===== config.mk =====
export PLATFORM = sky130hd
export DESIGN_NAME = dcec_top
export DESIGN_NICKNAME = d
export VERILOG_FILES = /design/src/include/dcec_pkg.sv /design/src/dcec_enable_decode.sv /design/src/dcec_top.sv
export VERILOG_INCLUDE_DIRS = /design/src /design/src/include
export SDC_FILE = /design/constraint.sdc
export NUM_CORES = 1
export LEC_CHECK = 0
export BUFFER_PORTS_ARGS = -buffer_cell sky130_fd_sc_hd__buf_2
export CAP_MARGIN = 0
export CORE_MARGIN = 5
export CORE_UTILIZATION = 40
export DETAILED_ROUTE_END_ITERATION = 7
export GPL_ROUTABILITY_DRIVEN = 0
export PLACE_DENSITY = 0.82
export RECOVER_POWER = 25
export SYNTH_ARGS = -nofsm -noshare
export SYNTH_HDL_FRONTEND = slang
export SYNTH_SLANG_ARGS = --single-unit

===== constraint.sdc =====
create_clock -name MCLK -period 0.8 [get_ports MCLK]
set_input_delay 0.16 -clock MCLK [delete_from_list [all_inputs] [get_ports MCLK]]
set_output_delay 0.16 -clock MCLK [all_outputs]
set_load 0.02 [all_outputs]

===== src/include/dcec_map.svh =====
// Register map, field positions and reset values of the converter enable control
`ifndef DCEC_MAP_SVH
`define DCEC_MAP_SVH

`define DCEC_ADDR_W          20
`define DCEC_OFF_CONTROL     20'hFFF9E
`define DCEC_OFF_CH1_VALUE   20'hFFF9D
`define DCEC_BIT_CH1_OE      7
`define DCEC_BIT_CH0_OE      6
`define DCEC_BIT_SHARED_EN   5
`define DCEC_CTRL_RW_MASK    8'hE0
`define DCEC_CTRL_RO_ONES    8'h1F
`define DCEC_CTRL_RESET      8'h1F
`define DCEC_CH1_RESET       8'h00
`define DCEC_UNMAPPED_READ   8'hFF

`endif


===== src/include/dcec_pkg.sv =====
// Types shared by the converter enable control design
`default_nettype none
package dcec_pkg;
  typedef logic [7:0] dcec_byte_t;
endpackage : dcec_pkg
`default_nettype wire


===== src/dcec_enable_decode.sv =====
// Decoder from control bits to per-channel conversion and output enables
`default_nettype none
module dcec_enable_decode
  import dcec_pkg::*;
(
  input  wire logic ch1_oe,
  input  wire logic ch0_oe,
  input  wire logic shared_en,
  output logic      ch1_conv,
  output logic      ch0_conv,
  output logic      ch1_out,
  output logic      ch0_out
);
  // ---------------------------------------------------------------
  // Enable table
  // ---------------------------------------------------------------
  // A lone enable pulls the other channel in only when sharing is on
  always_comb
  begin
    ch1_conv = ch1_oe | (ch0_oe & shared_en);
    ch0_conv = ch0_oe | (ch1_oe & shared_en);
    ch1_out  = ch1_oe;
    ch0_out  = ch0_oe;
  end
endmodule : dcec_enable_decode
`default_nettype wire


===== src/dcec_top.sv =====
// Two-channel converter enable control with its register port
//
// Functional notes
// - Control bit 7 enables channel 1 conversion and its analog output.
// - Control bit 6 enables channel 0 conversion and its analog output.
// - Both output enable bits clear: no channel converts, shared bit ignored.
// - Shared bit clear, one enable set: only that channel converts.
// - Shared bit set, any enable set: both channels convert.
//
// The plain strobed port was decided locally.
`include "dcec_map.svh"
`default_nettype none
module dcec_top
  import dcec_pkg::*;
(
  input  wire logic                    MCLK,
  input  wire logic                    RST_B,
  input  wire logic                    CE,
  input  wire logic [`DCEC_ADDR_W-1:0] ADDR,
  input  wire logic [7:0]              WDATA,
  input  wire logic                    WR,
  input  wire logic                    RD,
  output logic      [7:0]              RDATA,
  output logic      [7:0]              CH1_VALUE,
  output logic                         CH1_CONV_EN,
  output logic                         CH0_CONV_EN,
  output logic                         ANALOG_OUT_CH1_EN,
  output logic                         ANALOG_OUT_CH0_EN
);
  // ---------------------------------------------------------------
  // Reset release
  // ---------------------------------------------------------------
  // First and second stage of the reset release
  logic rst_s1_q;
  logic rst_b_q;

  // Asynchronous assert, synchronous release through two stages
  always_ff @(posedge MCLK or negedge RST_B)
  begin
    if (!RST_B)
    begin
      rst_s1_q <= 1'b0;
      rst_b_q  <= 1'b0;
    end
    else
    begin
      rst_s1_q <= 1'b1;
      rst_b_q  <= rst_s1_q;
    end
  end

  // ---------------------------------------------------------------
  // Register file
  // ---------------------------------------------------------------
  // Stored control, channel 1 data and the registered read word
  dcec_byte_t ctrl_q;
  dcec_byte_t ctrl_d;
  dcec_byte_t ch1_q;
  dcec_byte_t ch1_d;
  dcec_byte_t rdata_q;
  dcec_byte_t rdata_d;

  // Address compare shared by the write, read and check paths
  function automatic logic hit(input logic [`DCEC_ADDR_W-1:0] a,
                               input logic [`DCEC_ADDR_W-1:0] off);
    hit = (a == off);
  endfunction : hit

  // Control writes store only the three live bits; low bits are forced to ones
  always_comb
  begin
    ctrl_d  = ctrl_q;
    ch1_d   = ch1_q;
    rdata_d = rdata_q;
    if (WR && hit(ADDR, `DCEC_OFF_CONTROL))
      ctrl_d = (WDATA & `DCEC_CTRL_RW_MASK) | `DCEC_CTRL_RO_ONES;
    if (WR && hit(ADDR, `DCEC_OFF_CH1_VALUE))
      ch1_d = WDATA;
    if (RD)
    begin
      if (hit(ADDR, `DCEC_OFF_CONTROL))
        rdata_d = ctrl_q | `DCEC_CTRL_RO_ONES;
      else if (hit(ADDR, `DCEC_OFF_CH1_VALUE))
        rdata_d = ch1_q;
      else
        rdata_d = `DCEC_UNMAPPED_READ;
    end
    else
      rdata_d = '0; // Read data only stands in the cycle after a read
  end

  // Registers only; a low clock enable freezes them, strobes included
  always_ff @(posedge MCLK or negedge rst_b_q)
  begin
    if (!rst_b_q)
    begin
      ctrl_q  <= `DCEC_CTRL_RESET;
      ch1_q   <= `DCEC_CH1_RESET;
      rdata_q <= '0;
    end
    else if (CE)
    begin
      ctrl_q  <= ctrl_d;
      ch1_q   <= ch1_d;
      rdata_q <= rdata_d;
    end
  end

  // ---------------------------------------------------------------
  // Channel enables
  // ---------------------------------------------------------------
  // Decoded enables before they are registered
  logic ch1_conv;
  logic ch0_conv;
  logic ch1_out;
  logic ch0_out;
  logic [3:0] en_q;
  logic [3:0] en_d;

  // Pure table from the three live control bits to the four enables
  dcec_enable_decode u_decode (
    .ch1_oe    (ctrl_q[`DCEC_BIT_CH1_OE]),
    .ch0_oe    (ctrl_q[`DCEC_BIT_CH0_OE]),
    .shared_en (ctrl_q[`DCEC_BIT_SHARED_EN]),
    .ch1_conv  (ch1_conv),
    .ch0_conv  (ch0_conv),
    .ch1_out   (ch1_out),
    .ch0_out   (ch0_out)
  );

  // Registered so every output leaves a flip-flop; costs one cycle of lag
  always_comb
  begin
    en_d = {ch1_conv, ch0_conv, ch1_out, ch0_out};
  end

  // Enables fall to off in reset so no pin is driven before software asks
  always_ff @(posedge MCLK or negedge rst_b_q)
  begin
    if (!rst_b_q)
      en_q <= '0;
    else if (CE)
      en_q <= en_d;
  end

  // Every output is a plain flop copy
  assign CH1_CONV_EN       = en_q[3];
  assign CH0_CONV_EN       = en_q[2];
  assign ANALOG_OUT_CH1_EN = en_q[1];
  assign ANALOG_OUT_CH0_EN = en_q[0];
  assign CH1_VALUE         = ch1_q;
  assign RDATA             = rdata_q;

  // ---------------------------------------------------------------
  // Checks
  // ---------------------------------------------------------------
  a_ch1_follow: assert property (@(posedge MCLK) disable iff (!rst_b_q)
    CE |=> ANALOG_OUT_CH1_EN == $past(ctrl_q[`DCEC_BIT_CH1_OE]))
    else $error("Channel 1 output enable does not follow control bit");
  a_ch0_follow: assert property (@(posedge MCLK) disable iff (!rst_b_q)
    CE |=> ANALOG_OUT_CH0_EN == $past(ctrl_q[`DCEC_BIT_CH0_OE]))
    else $error("Channel 0 output enable does not follow control bit");
  a_both_off: assert property (@(posedge MCLK) disable iff (!rst_b_q)
    (CE && !ctrl_q[`DCEC_BIT_CH1_OE] && !ctrl_q[`DCEC_BIT_CH0_OE])
      |=> (!CH1_CONV_EN && !CH0_CONV_EN))
    else $error("Conversion enabled with both output enables clear");
  a_single_only: assert property (@(posedge MCLK) disable iff (!rst_b_q)
    (CE && !ctrl_q[`DCEC_BIT_SHARED_EN]
        && (ctrl_q[`DCEC_BIT_CH1_OE] != ctrl_q[`DCEC_BIT_CH0_OE]))
      |=> (CH1_CONV_EN == ANALOG_OUT_CH1_EN) && (CH0_CONV_EN == ANALOG_OUT_CH0_EN))
    else $error("Unselected channel converts without shared enable");
  a_shared_both: assert property (@(posedge MCLK) disable iff (!rst_b_q)
    (CE && ctrl_q[`DCEC_BIT_SHARED_EN]
        && (ctrl_q[`DCEC_BIT_CH1_OE] || ctrl_q[`DCEC_BIT_CH0_OE]))
      |=> (CH1_CONV_EN && CH0_CONV_EN))
    else $error("Shared enable did not start both channels");
  a_dual_on: assert property (@(posedge MCLK) disable iff (!rst_b_q)
    (CE && ctrl_q[`DCEC_BIT_CH1_OE] && ctrl_q[`DCEC_BIT_CH0_OE])
      |=> (CH1_CONV_EN && CH0_CONV_EN))
    else $error("Both enables set but a channel is idle");
  a_low_ones: assert property (@(posedge MCLK) disable iff (!rst_b_q)
    (CE && RD && hit(ADDR, `DCEC_OFF_CONTROL))
      |=> (RDATA & `DCEC_CTRL_RO_ONES) == `DCEC_CTRL_RO_ONES)
    else $error("Unused control bits did not read as one");
  a_write_ctrl: assert property (@(posedge MCLK) disable iff (!rst_b_q)
    (CE && WR && hit(ADDR, `DCEC_OFF_CONTROL))
      |=> ctrl_q == ((($past(WDATA)) & `DCEC_CTRL_RW_MASK) | `DCEC_CTRL_RO_ONES))
    else $error("Control write stored wrong value");

  // ---------------------------------------------------------------
  // Further checks on single channels, reads and the clock enable
  // ---------------------------------------------------------------
  // A set channel 1 bit must start both its conversion and its pin
  a_ch1_conv_on: assert property (@(posedge MCLK) disable iff (!rst_b_q)
    (CE && ctrl_q[`DCEC_BIT_CH1_OE])
      |=> (CH1_CONV_EN && ANALOG_OUT_CH1_EN))
    else $error("Channel 1 enable bit set but channel 1 idle");

  // A set channel 0 bit must start both its conversion and its pin
  a_ch0_conv_on: assert property (@(posedge MCLK) disable iff (!rst_b_q)
    (CE && ctrl_q[`DCEC_BIT_CH0_OE])
      |=> (CH0_CONV_EN && ANALOG_OUT_CH0_EN))
    else $error("Channel 0 enable bit set but channel 0 idle");

  // Lone channel 1 enable without sharing keeps channel 0 quiet
  a_single_ch1: assert property (@(posedge MCLK) disable iff (!rst_b_q)
    (CE && !ctrl_q[`DCEC_BIT_SHARED_EN] && ctrl_q[`DCEC_BIT_CH1_OE]
        && !ctrl_q[`DCEC_BIT_CH0_OE]) |=> (CH1_CONV_EN && !CH0_CONV_EN))
    else $error("Lone channel 1 enable did not convert alone");

  // Lone channel 0 enable without sharing keeps channel 1 quiet
  a_single_ch0: assert property (@(posedge MCLK) disable iff (!rst_b_q)
    (CE && !ctrl_q[`DCEC_BIT_SHARED_EN] && ctrl_q[`DCEC_BIT_CH0_OE]
        && !ctrl_q[`DCEC_BIT_CH1_OE]) |=> (CH0_CONV_EN && !CH1_CONV_EN))
    else $error("Lone channel 0 enable did not convert alone");

  // Whole control readback, live bits and forced ones together
  a_read_ctrl: assert property (@(posedge MCLK) disable iff (!rst_b_q)
    (CE && RD && hit(ADDR, `DCEC_OFF_CONTROL))
      |=> RDATA == ($past(ctrl_q) | `DCEC_CTRL_RO_ONES))
    else $error("Control readback differs from stored value");

  // Read data must not linger; a stale word could pass for a fresh read
  a_rdata_idle: assert property (@(posedge MCLK) disable iff (!rst_b_q)
    (CE && !RD) |=> RDATA == 8'h00)
    else $error("Read data stands outside the cycle after a read");

  // A low clock enable holds every output, read data included
  a_freeze_hold: assert property (@(posedge MCLK) disable iff (!rst_b_q)
    !CE |=> $stable({CH1_CONV_EN, CH0_CONV_EN, ANALOG_OUT_CH1_EN, ANALOG_OUT_CH0_EN})
      && $stable(CH1_VALUE) && $stable(RDATA))
    else $error("Outputs moved while the clock enable was low");
endmodule : dcec_top
`default_nettype wire

# Word-level counts from Yosys, hierarchy flattened
# Cells that the tools add are included.
[word_totals]
register_bits = 25
in_bits = 33
elab_cells = 19
[op_classes]
n_eq_ne = 2
n_mux = 3
bitwise = 4
n_reduce_logical = 4
[ops]
columns = ["op", "n"]
rows = [
  ["$eq 20x20->1 const B", 2],
  ["$mux 8", 3],
  ["$reduce_and 2->1", 2],
  ["$and 1x1->1", 2],
  ["$logic_and 1x1->1", 2],
  ["$or 1x1->1", 2],
]

# Longest topological paths before layout
# Gate-level depths: netlist of the first run.
[logic_depth]
ltp_word = 4
depth_mapped = 5

# Modules after synthesis
# Synthesis of the first run repeated with hierarchy kept, for this count alone.
[unflattened]
hier_cells = 92
area_unflattened_um2 = 1149.9
[modules_own_cells]
columns = ["module", "instances", "cells_each", "area_each_um2"]
rows = [
  ["dcec_top", 1, 88, 1119.8],
  ["dcec_enable_decode", 1, 4, 30.0],
]

# Worst setup path after synthesis of the first run
# No wires, ideal clock.
[synth_path]
path_kind = "input-to-reg"
start = "in ADDR[6]"
end = "reg ch1_q[0], in the netlist CH1_VALUE[0]"
arrival_ns = 1.633
t_required_ns = 0.675
path_slack_ns = -0.958
stages = 5
path_cell_list = "nand4bb_1 or4_1 buf_6 nor3_4 mux2_2"
[synth_between]
elab_chain_cells = 3
[synth_lines]
columns = ["element", "line", "rtl"]
rows = [
  ["start, declared", "dcec_top.sv:19", "input wire logic [`DCEC_ADDR_W-1:0] ADDR,"],
  ["$eq 20x20->1", "dcec_top.sv:66", "hit = (a == off);"],
  ["$logic_and 1x1->1", "dcec_top.sv:77", "if (WR && hit(ADDR, `DCEC_OFF_CH1_VALUE))"],
  ["$reduce_and 2->1 (no line)", "n/a", ""],
  ["end signal, assigned", "dcec_top.sv:98", "ch1_q <= `DCEC_CH1_RESET;"],
  ["end signal, assigned", "dcec_top.sv:104", "ch1_q <= ch1_d;"],
  ["end, declared", "dcec_top.sv:58", "dcec_byte_t ch1_q;"],
]
# No other way between the ends.
# A chain may end at the register's enable or synchronous reset.

# Worst setup path after layout of the first run
# Same ends and word-level chain as after synthesis.

==> flow_metrics.env, run 1 <==
export IMPL_cts_buffer_depth=2
export IMPL_ios=53
export IMPL_r2r_start="CH1_VALUE[7]"
export IMPL_setup_tns_ps=-14220
export IMPL_reg2regPathDepth=4
export IMPL_numClockSinks=25
export IMPL_grt_pass1_wl_um=4980
export IMPL_hold_viol_final=0
export IMPL_die_h_um=61.3
export IMPL_post_drt_wl_per_cell_um=16.8
export IMPL_root_buffer="clkbuf_4"
export IMPL_crit_arrival_ps=1580
export IMPL_antenna_found_initial=0
export IMPL_path_cells="buf_6, nand4bb_1, or4_4, nor3_4, buf_4, mux2_2"
export IMPL_max_cap_violations=0
export IMPL_synth_top_area_share_pct=59.4
export IMPL_drt_total_wl_um=3350
export IMPL_path_depth=6
export IMPL_seq_area_frac_synth_pct=59.4
export IMPL_async_flop_share_pct=100
export IMPL_use_met3_pct=4.61
export IMPL_synth_ff_type="dfrtp_1"
export IMPL_grt_ovfl_total=0
export IMPL_ys_types=18
export IMPL_critPathTopFamily="simple AND/OR/NAND/NOR gates"
export IMPL_drcViolationCount=0
export IMPL_slowest_stage="or4_4"
export IMPL_r2r_slack_ps=-260
export IMPL_dr_total_vias=1050
export IMPL_setup_violations=43
export IMPL_period_needed_ps=1370
export IMPL_drtIter0Drc=16
export IMPL_required_ps=1010
export IMPL_start_util_pct=42.1
export IMPL_areaGrowthSynthToFinish_pct=76.6
export IMPL_hp_class="in2reg"
export IMPL_fp_row_count=18
export IMPL_die_w_um=61.3
export IMPL_path_class="in2reg"
export IMPL_critPathLaunch="ADDR[6]"
export IMPL_ant_nets=0
export IMPL_violations="negative setup slack"
export IMPL_htree_levels=1
export IMPL_whs_ps=76.0
export IMPL_num_nets_final=204
export IMPL_synthTopCellsByArea="dfrtp_1 59%, mux2_2 14%, o22ai_1 4.8%"
export IMPL_synth_seq_cells=25
export IMPL_dr_pass1_iters=4
export IMPL_grt_usage_pct=18.4
export IMPL_max_stage_delay_ps=480
export IMPL_grtUsageMet2_pct=33.8
export IMPL_synth_edf_count=0
export IMPL_crit_fanout=5
export IMPL_grt_max_degree=24
export IMPL_layout_drive_gt1_share_pct=67.6
export IMPL_crit_path_end="CH1_VALUE[0]"
export IMPL_synth_area_um2=1050
export IMPL_rsz0062_at_grt="true"
export IMPL_outcome="finished with violations"
export IMPL_use_met1_pct=19.3
export IMPL_fmax_mhz=730
export IMPL_power_density_nw_per_um2=1250
export IMPL_skew_ps=15.1
export IMPL_n_fill_cell=148
export IMPL_postSynthAreaPerCell_um2=12.3
export IMPL_synthCells=86
export IMPL_syn_num_nets=119
export IMPL_synth_most_common_cell="dfrtp_1"
export IMPL_fin_crit_sh_pct=171
export IMPL_yosys_area_top_type="dfrtp_1"
export IMPL_busiest_layer="met2"
export IMPL_clkLatencyLatePin_ps=320
export IMPL_die_area_um2=3760
export IMPL_cts_tree="done"
export IMPL_setup_worst_path_end_class="register"
export IMPL_path_buf_inv=2
export IMPL_fin_ws_ps=-569
export IMPL_max_vdd_ir_drop_v=0.00133
export IMPL_clk_pin_slew_worst_paths_ps=120
export IMPL_start_kind="input pin"
export IMPL_finalMaxSlewViolations=0
export IMPL_ys_warnings_count=0
export IMPL_hpwl_um=2200
export IMPL_numCtsBuffers=3
export IMPL_port_buffers=52
export IMPL_r2r_end="RDATA[7]"
export IMPL_total_leakage_power_nw=0.937
export IMPL_viasPerCell=5.25
export IMPL_core_area_um2=2500
export IMPL_ys_top_cells_by_count="25 x dfrtp_1, 13 x mux2_2, 8 x inv_1, 8 x o22ai_1"
export IMPL_diodes=0
export IMPL_grt_pass1_vias=1104
-- registers in the layout, summed over array words and instances, names as in the netlist --
register,count
en_q,4
rst_b_q,1
CH1_VALUE,8
rst_s1_q,1
RDATA,8
ctrl_q,3
-- where the power goes --
group / internal, W / leakage, nW / total, W / switching, W
Clock: 0.000195 / 0.0150 / 0.000557 / 0.000362
Sequential: 0.00131 / 0.322 / 0.00134 / 0.0000321
Combinational: 0.000228 / 0.600 / 0.000427 / 0.000199
Total: 0.00174 / 0.937 / 0.00233 / 0.000592
-- metrics by stage --
step	util [%]	power, W	setup WS [ps]	instance area (um^2)	std cells
final	74.4	0.00233	-569	1860	200
after global routing	74.4	0.00244	-590	1860	200
after CTS	72.2	0.00230	-523	1810	194
after detailed placement	57.8	0.00168	-1040	1450	178
after global placement	57.8	0.00166	-978	1450	178
after floorplan	-	0.00151	-895	1060	86
-- timing repair --
action,in CTS,in global routing
hold buffers,1,0
setup endpoints to repair,43,43
buffers inserted,11,6
pin swaps,5,1
gates resized for setup,67,5
hold endpoints to repair,2,0
-- worst min-delay path by stage --
stage,from,slack [ps],end,depth (start not counted)
after global placement,RST_B,-60,rst_b_q,1
after floorplan,RST_B,-140,rst_b_q,0
after CTS,WDATA[0],70,CH1_VALUE[0],2
after detailed placement,RST_B,-50,rst_b_q,1
after global routing,WDATA[3],60,CH1_VALUE[3],2
final,WDATA[1],80,CH1_VALUE[1],2
-- kinds of logic (layout without fill, tap and decap cells) --
| group | count (synthesis) | after routing | share of synthesized area (%) |
|---|---|---|---|
| AOI/OAI and AO/OA | 15 | 15 | 9.15 |
| buffers and inverters | 11 | 95 | 4.63 |
| DFF | 25 | 25 | 59.4 |
| muxes | 13 | 13 | 13.9 |
| other | 1 | 1 | 0.356 |
| and+or+nand+nor | 21 | 21 | 12.6 |
-- layout by cell type (no fill, tap or decap) --
master	instances
buf_6	30
buf_2	28
dfrtp_1	22
buf_4	22
mux2_2	9
inv_1	8
o22ai_1	8
mux2_4	4
nor3_2	4
clkbuf_4	4
nand4_1	3
nor3_4	3
o22a_1	3
nor2_2	3
dfrtp_2	3
nand2_1	2
nand4b_1	2
a21oi_4	2
nor2_1	2
a21oi_2	2
clkbuf_1	2
nand4bb_1	1
or4_4	1
dlygate4sd3_1	1
conb_1	1
-- metal layers --
layer | wire, um | vias to the layer above
li1 | - | 480
met3 | 204 | 11
met1 | 1210 | 515
met4 | 75 | 0
met5 | 0 | -
met2 | 1860 | 44
-- cell type report --
| cell class | count | area, um^2 | area share (%) |
|---|---|---|---|
| flip-flops and latches | 25 | 629 | 33.8 |
| multi-input cells | 50 | 473 | 25.4 |
| inverters | 8 | 30.0 | 1.61 |
| repair buffers | 83 | 664 | 35.7 |
| clock buffers | 4 | 26.3 | 1.41 |
| well taps | 30 | 37.5 | 2.02 |
(Power assumes the default switching activity.)
==> run 2, diff against run 1 <==
--- a/config.mk
+++ b/config.mk
@@ -14,6 +14,7 @@
 export GPL_ROUTABILITY_DRIVEN = 0
 export PLACE_DENSITY = 0.82
 export RECOVER_POWER = 25
+export SKIP_LAST_GASP = 1
 export SYNTH_ARGS = -nofsm -noshare
 export SYNTH_HDL_FRONTEND = slang
 export SYNTH_SLANG_ARGS = --single-unit
==> flow_metrics.env, run 2 (synthesized netlist as in run 1, its figures left out) <==
export IMPL_antenna_found_initial=0
export IMPL_core_area_um2=2500
export IMPL_post_drt_wl_per_cell_um=16.4
export IMPL_setup_violations=43
export IMPL_grt_pass1_wl_um=4950
export IMPL_violations="negative setup slack"
export IMPL_die_w_um=61.3
export IMPL_crit_fanout=5
export IMPL_hold_viol_final=0
export IMPL_dr_pass1_iters=4
export IMPL_reg2regPathDepth=4
export IMPL_die_area_um2=3760
export IMPL_drt_total_wl_um=3270
export IMPL_setup_tns_ps=-13950
export IMPL_total_leakage_power_nw=0.935
export IMPL_r2r_start="CH1_VALUE[7]"
export IMPL_drcViolationCount=0
export IMPL_hold_start="WDATA[1]"
export IMPL_dp_cells=178
export IMPL_fin_crit_sh_pct=168
export IMPL_clkLatencyLatePin_ps=310
export IMPL_power_density_nw_per_um2=1250
export IMPL_hold_end="CH1_VALUE[1]"
export IMPL_met2_wirelength_um=1840
export IMPL_hp_class="in2reg"
export IMPL_layout_common_cells="30 x buf_6, 28 x buf_2, 22 x dfrtp_1, 22 x buf_4, 9 x mux2_2"
export IMPL_start_kind="input pin"
export IMPL_path_class="in2reg"
export IMPL_ios=53
export IMPL_finalMaxSlewViolations=0
export IMPL_top_layer_used="met4"
export IMPL_grt_pass1_vias=1107
export IMPL_final_common_cell="buf_6"
export IMPL_wl_met1_um=1170
export IMPL_r2r_slack_ps=-280
export IMPL_finalNonFillerCells=200
export IMPL_numCtsBuffers=3
export IMPL_cts_tree="done"
export IMPL_layout_drive_gt1_share_pct=67.1
export IMPL_grt_max_degree=24
export IMPL_fp_row_count=18
export IMPL_fin_ws_ps=-542
export IMPL_ant_nets=0
export IMPL_crit_arrival_ps=1540
export IMPL_path_cells="buf_6, nand4bb_1, or4_4, nor3_4, buf_4, mux2_2"
export IMPL_root_buffer="clkbuf_4"
export IMPL_port_buffers=52
export IMPL_numClockSinks=25
export IMPL_start_util_pct=42.1
export IMPL_num_nets_final=204
export IMPL_grt_ovfl_total=0
export IMPL_fmax_mhz=745
export IMPL_hpwl_um=2200
export IMPL_critPathTopFamily="simple AND/OR/NAND/NOR gates"
export IMPL_whs_ps=78.6
export IMPL_required_ps=1000
export IMPL_areaGrowthSynthToFinish_pct=76.1
export IMPL_skew_ps=10.2
export IMPL_rsz0062_at_grt="true"
export IMPL_route_met3_wl_um=219
export IMPL_max_cap_violations=0
export IMPL_max_stage_delay_ps=480
export IMPL_r2r_end="RDATA[7]"
export IMPL_drtIter0Drc=19
export IMPL_cts_buffer_depth=2
export IMPL_setup_worst_path_end_class="register"
export IMPL_die_h_um=61.3
export IMPL_outcome="finished with violations"
export IMPL_htree_levels=1
export IMPL_grt_usage_pct=18.4
export IMPL_clk_pin_slew_worst_paths_ps=120
export IMPL_path_buf_inv=2
export IMPL_slowest_stage="or4_4"
export IMPL_dr_total_vias=1033
export IMPL_critPathLaunch="ADDR[6]"
export IMPL_whs_path_depth=2
export IMPL_max_vdd_ir_drop_v=0.00127
export IMPL_diodes=0
export IMPL_viasPerCell=5.17
export IMPL_period_needed_ps=1340
## run 2: cell types whose count changed in the layout (fill, tap and decap cells not counted)
cell	before	now
nor3_4	3	4
a21oi_4	2	1
nor3_2	4	3
a21oi_1	0	1
## run 2: report_power, final
group          total [W]  switching, W  internal (W)
Clock           0.000543      0.000348      0.000195
Sequential       0.00134     0.0000313       0.00131
Combinational   0.000425      0.000197      0.000228
## run 2: stage by stage
stage	area (um^2)	util, %	power, W	setup slack [ps]
5_1_grt	1860	74.2	0.00244	-546
4_1_cts	1800	72.1	0.00230	-523
6_report	1860	74.2	0.00231	-542
3_3_place_gp	1450	57.8	0.00166	-978
3_5_place_dp	1450	57.8	0.00168	-1040
2_1_floorplan	1060	-	0.00151	-895
## run 2: cell type report
class	count	area, um^2
sequential	25	629
clock buffer	4	26.3
multi-input combinational	50	468
timing repair buffer	83	664
fill	153	644
inverter	8	30.0
tap	30	37.5
## run 2: worst max path at each step
stage	endpoint	slack, ps	depth (start not counted)
after floorplan	CH1_VALUE[0]	-890	5
after global placement	ctrl_q[5]	-980	5
after detailed placement	ctrl_q[6]	-1040	5
after CTS	CH1_VALUE[1]	-520	6
after global routing	CH1_VALUE[1]	-550	6
final	CH1_VALUE[0]	-540	6
## run 2: routing by layer
metal  track usage [%]  vias up
met2              34.4       42
met4              8.67        0
met1              18.7      504
met5                 0        -
li1                  -      478
met3              4.82        9
## run 2: worst register-to-register path, cell delays in order, from the launching register on
cell and delay (ps):
dfrtp_1 420, buf_4 140, o22a_1 220, nor2_2 110
o22ai_1 70
## run 2: what timing repair did
item / 4_1_cts / 5_1_grt
setup endpoints to repair: 43 / 43
endpoints found under the hold margin: 2 / 0
pin swaps: 5 / 0
buffers inserted: 11 / 6
hold buffers: 1 / 0
gates resized for setup: 66 / 5
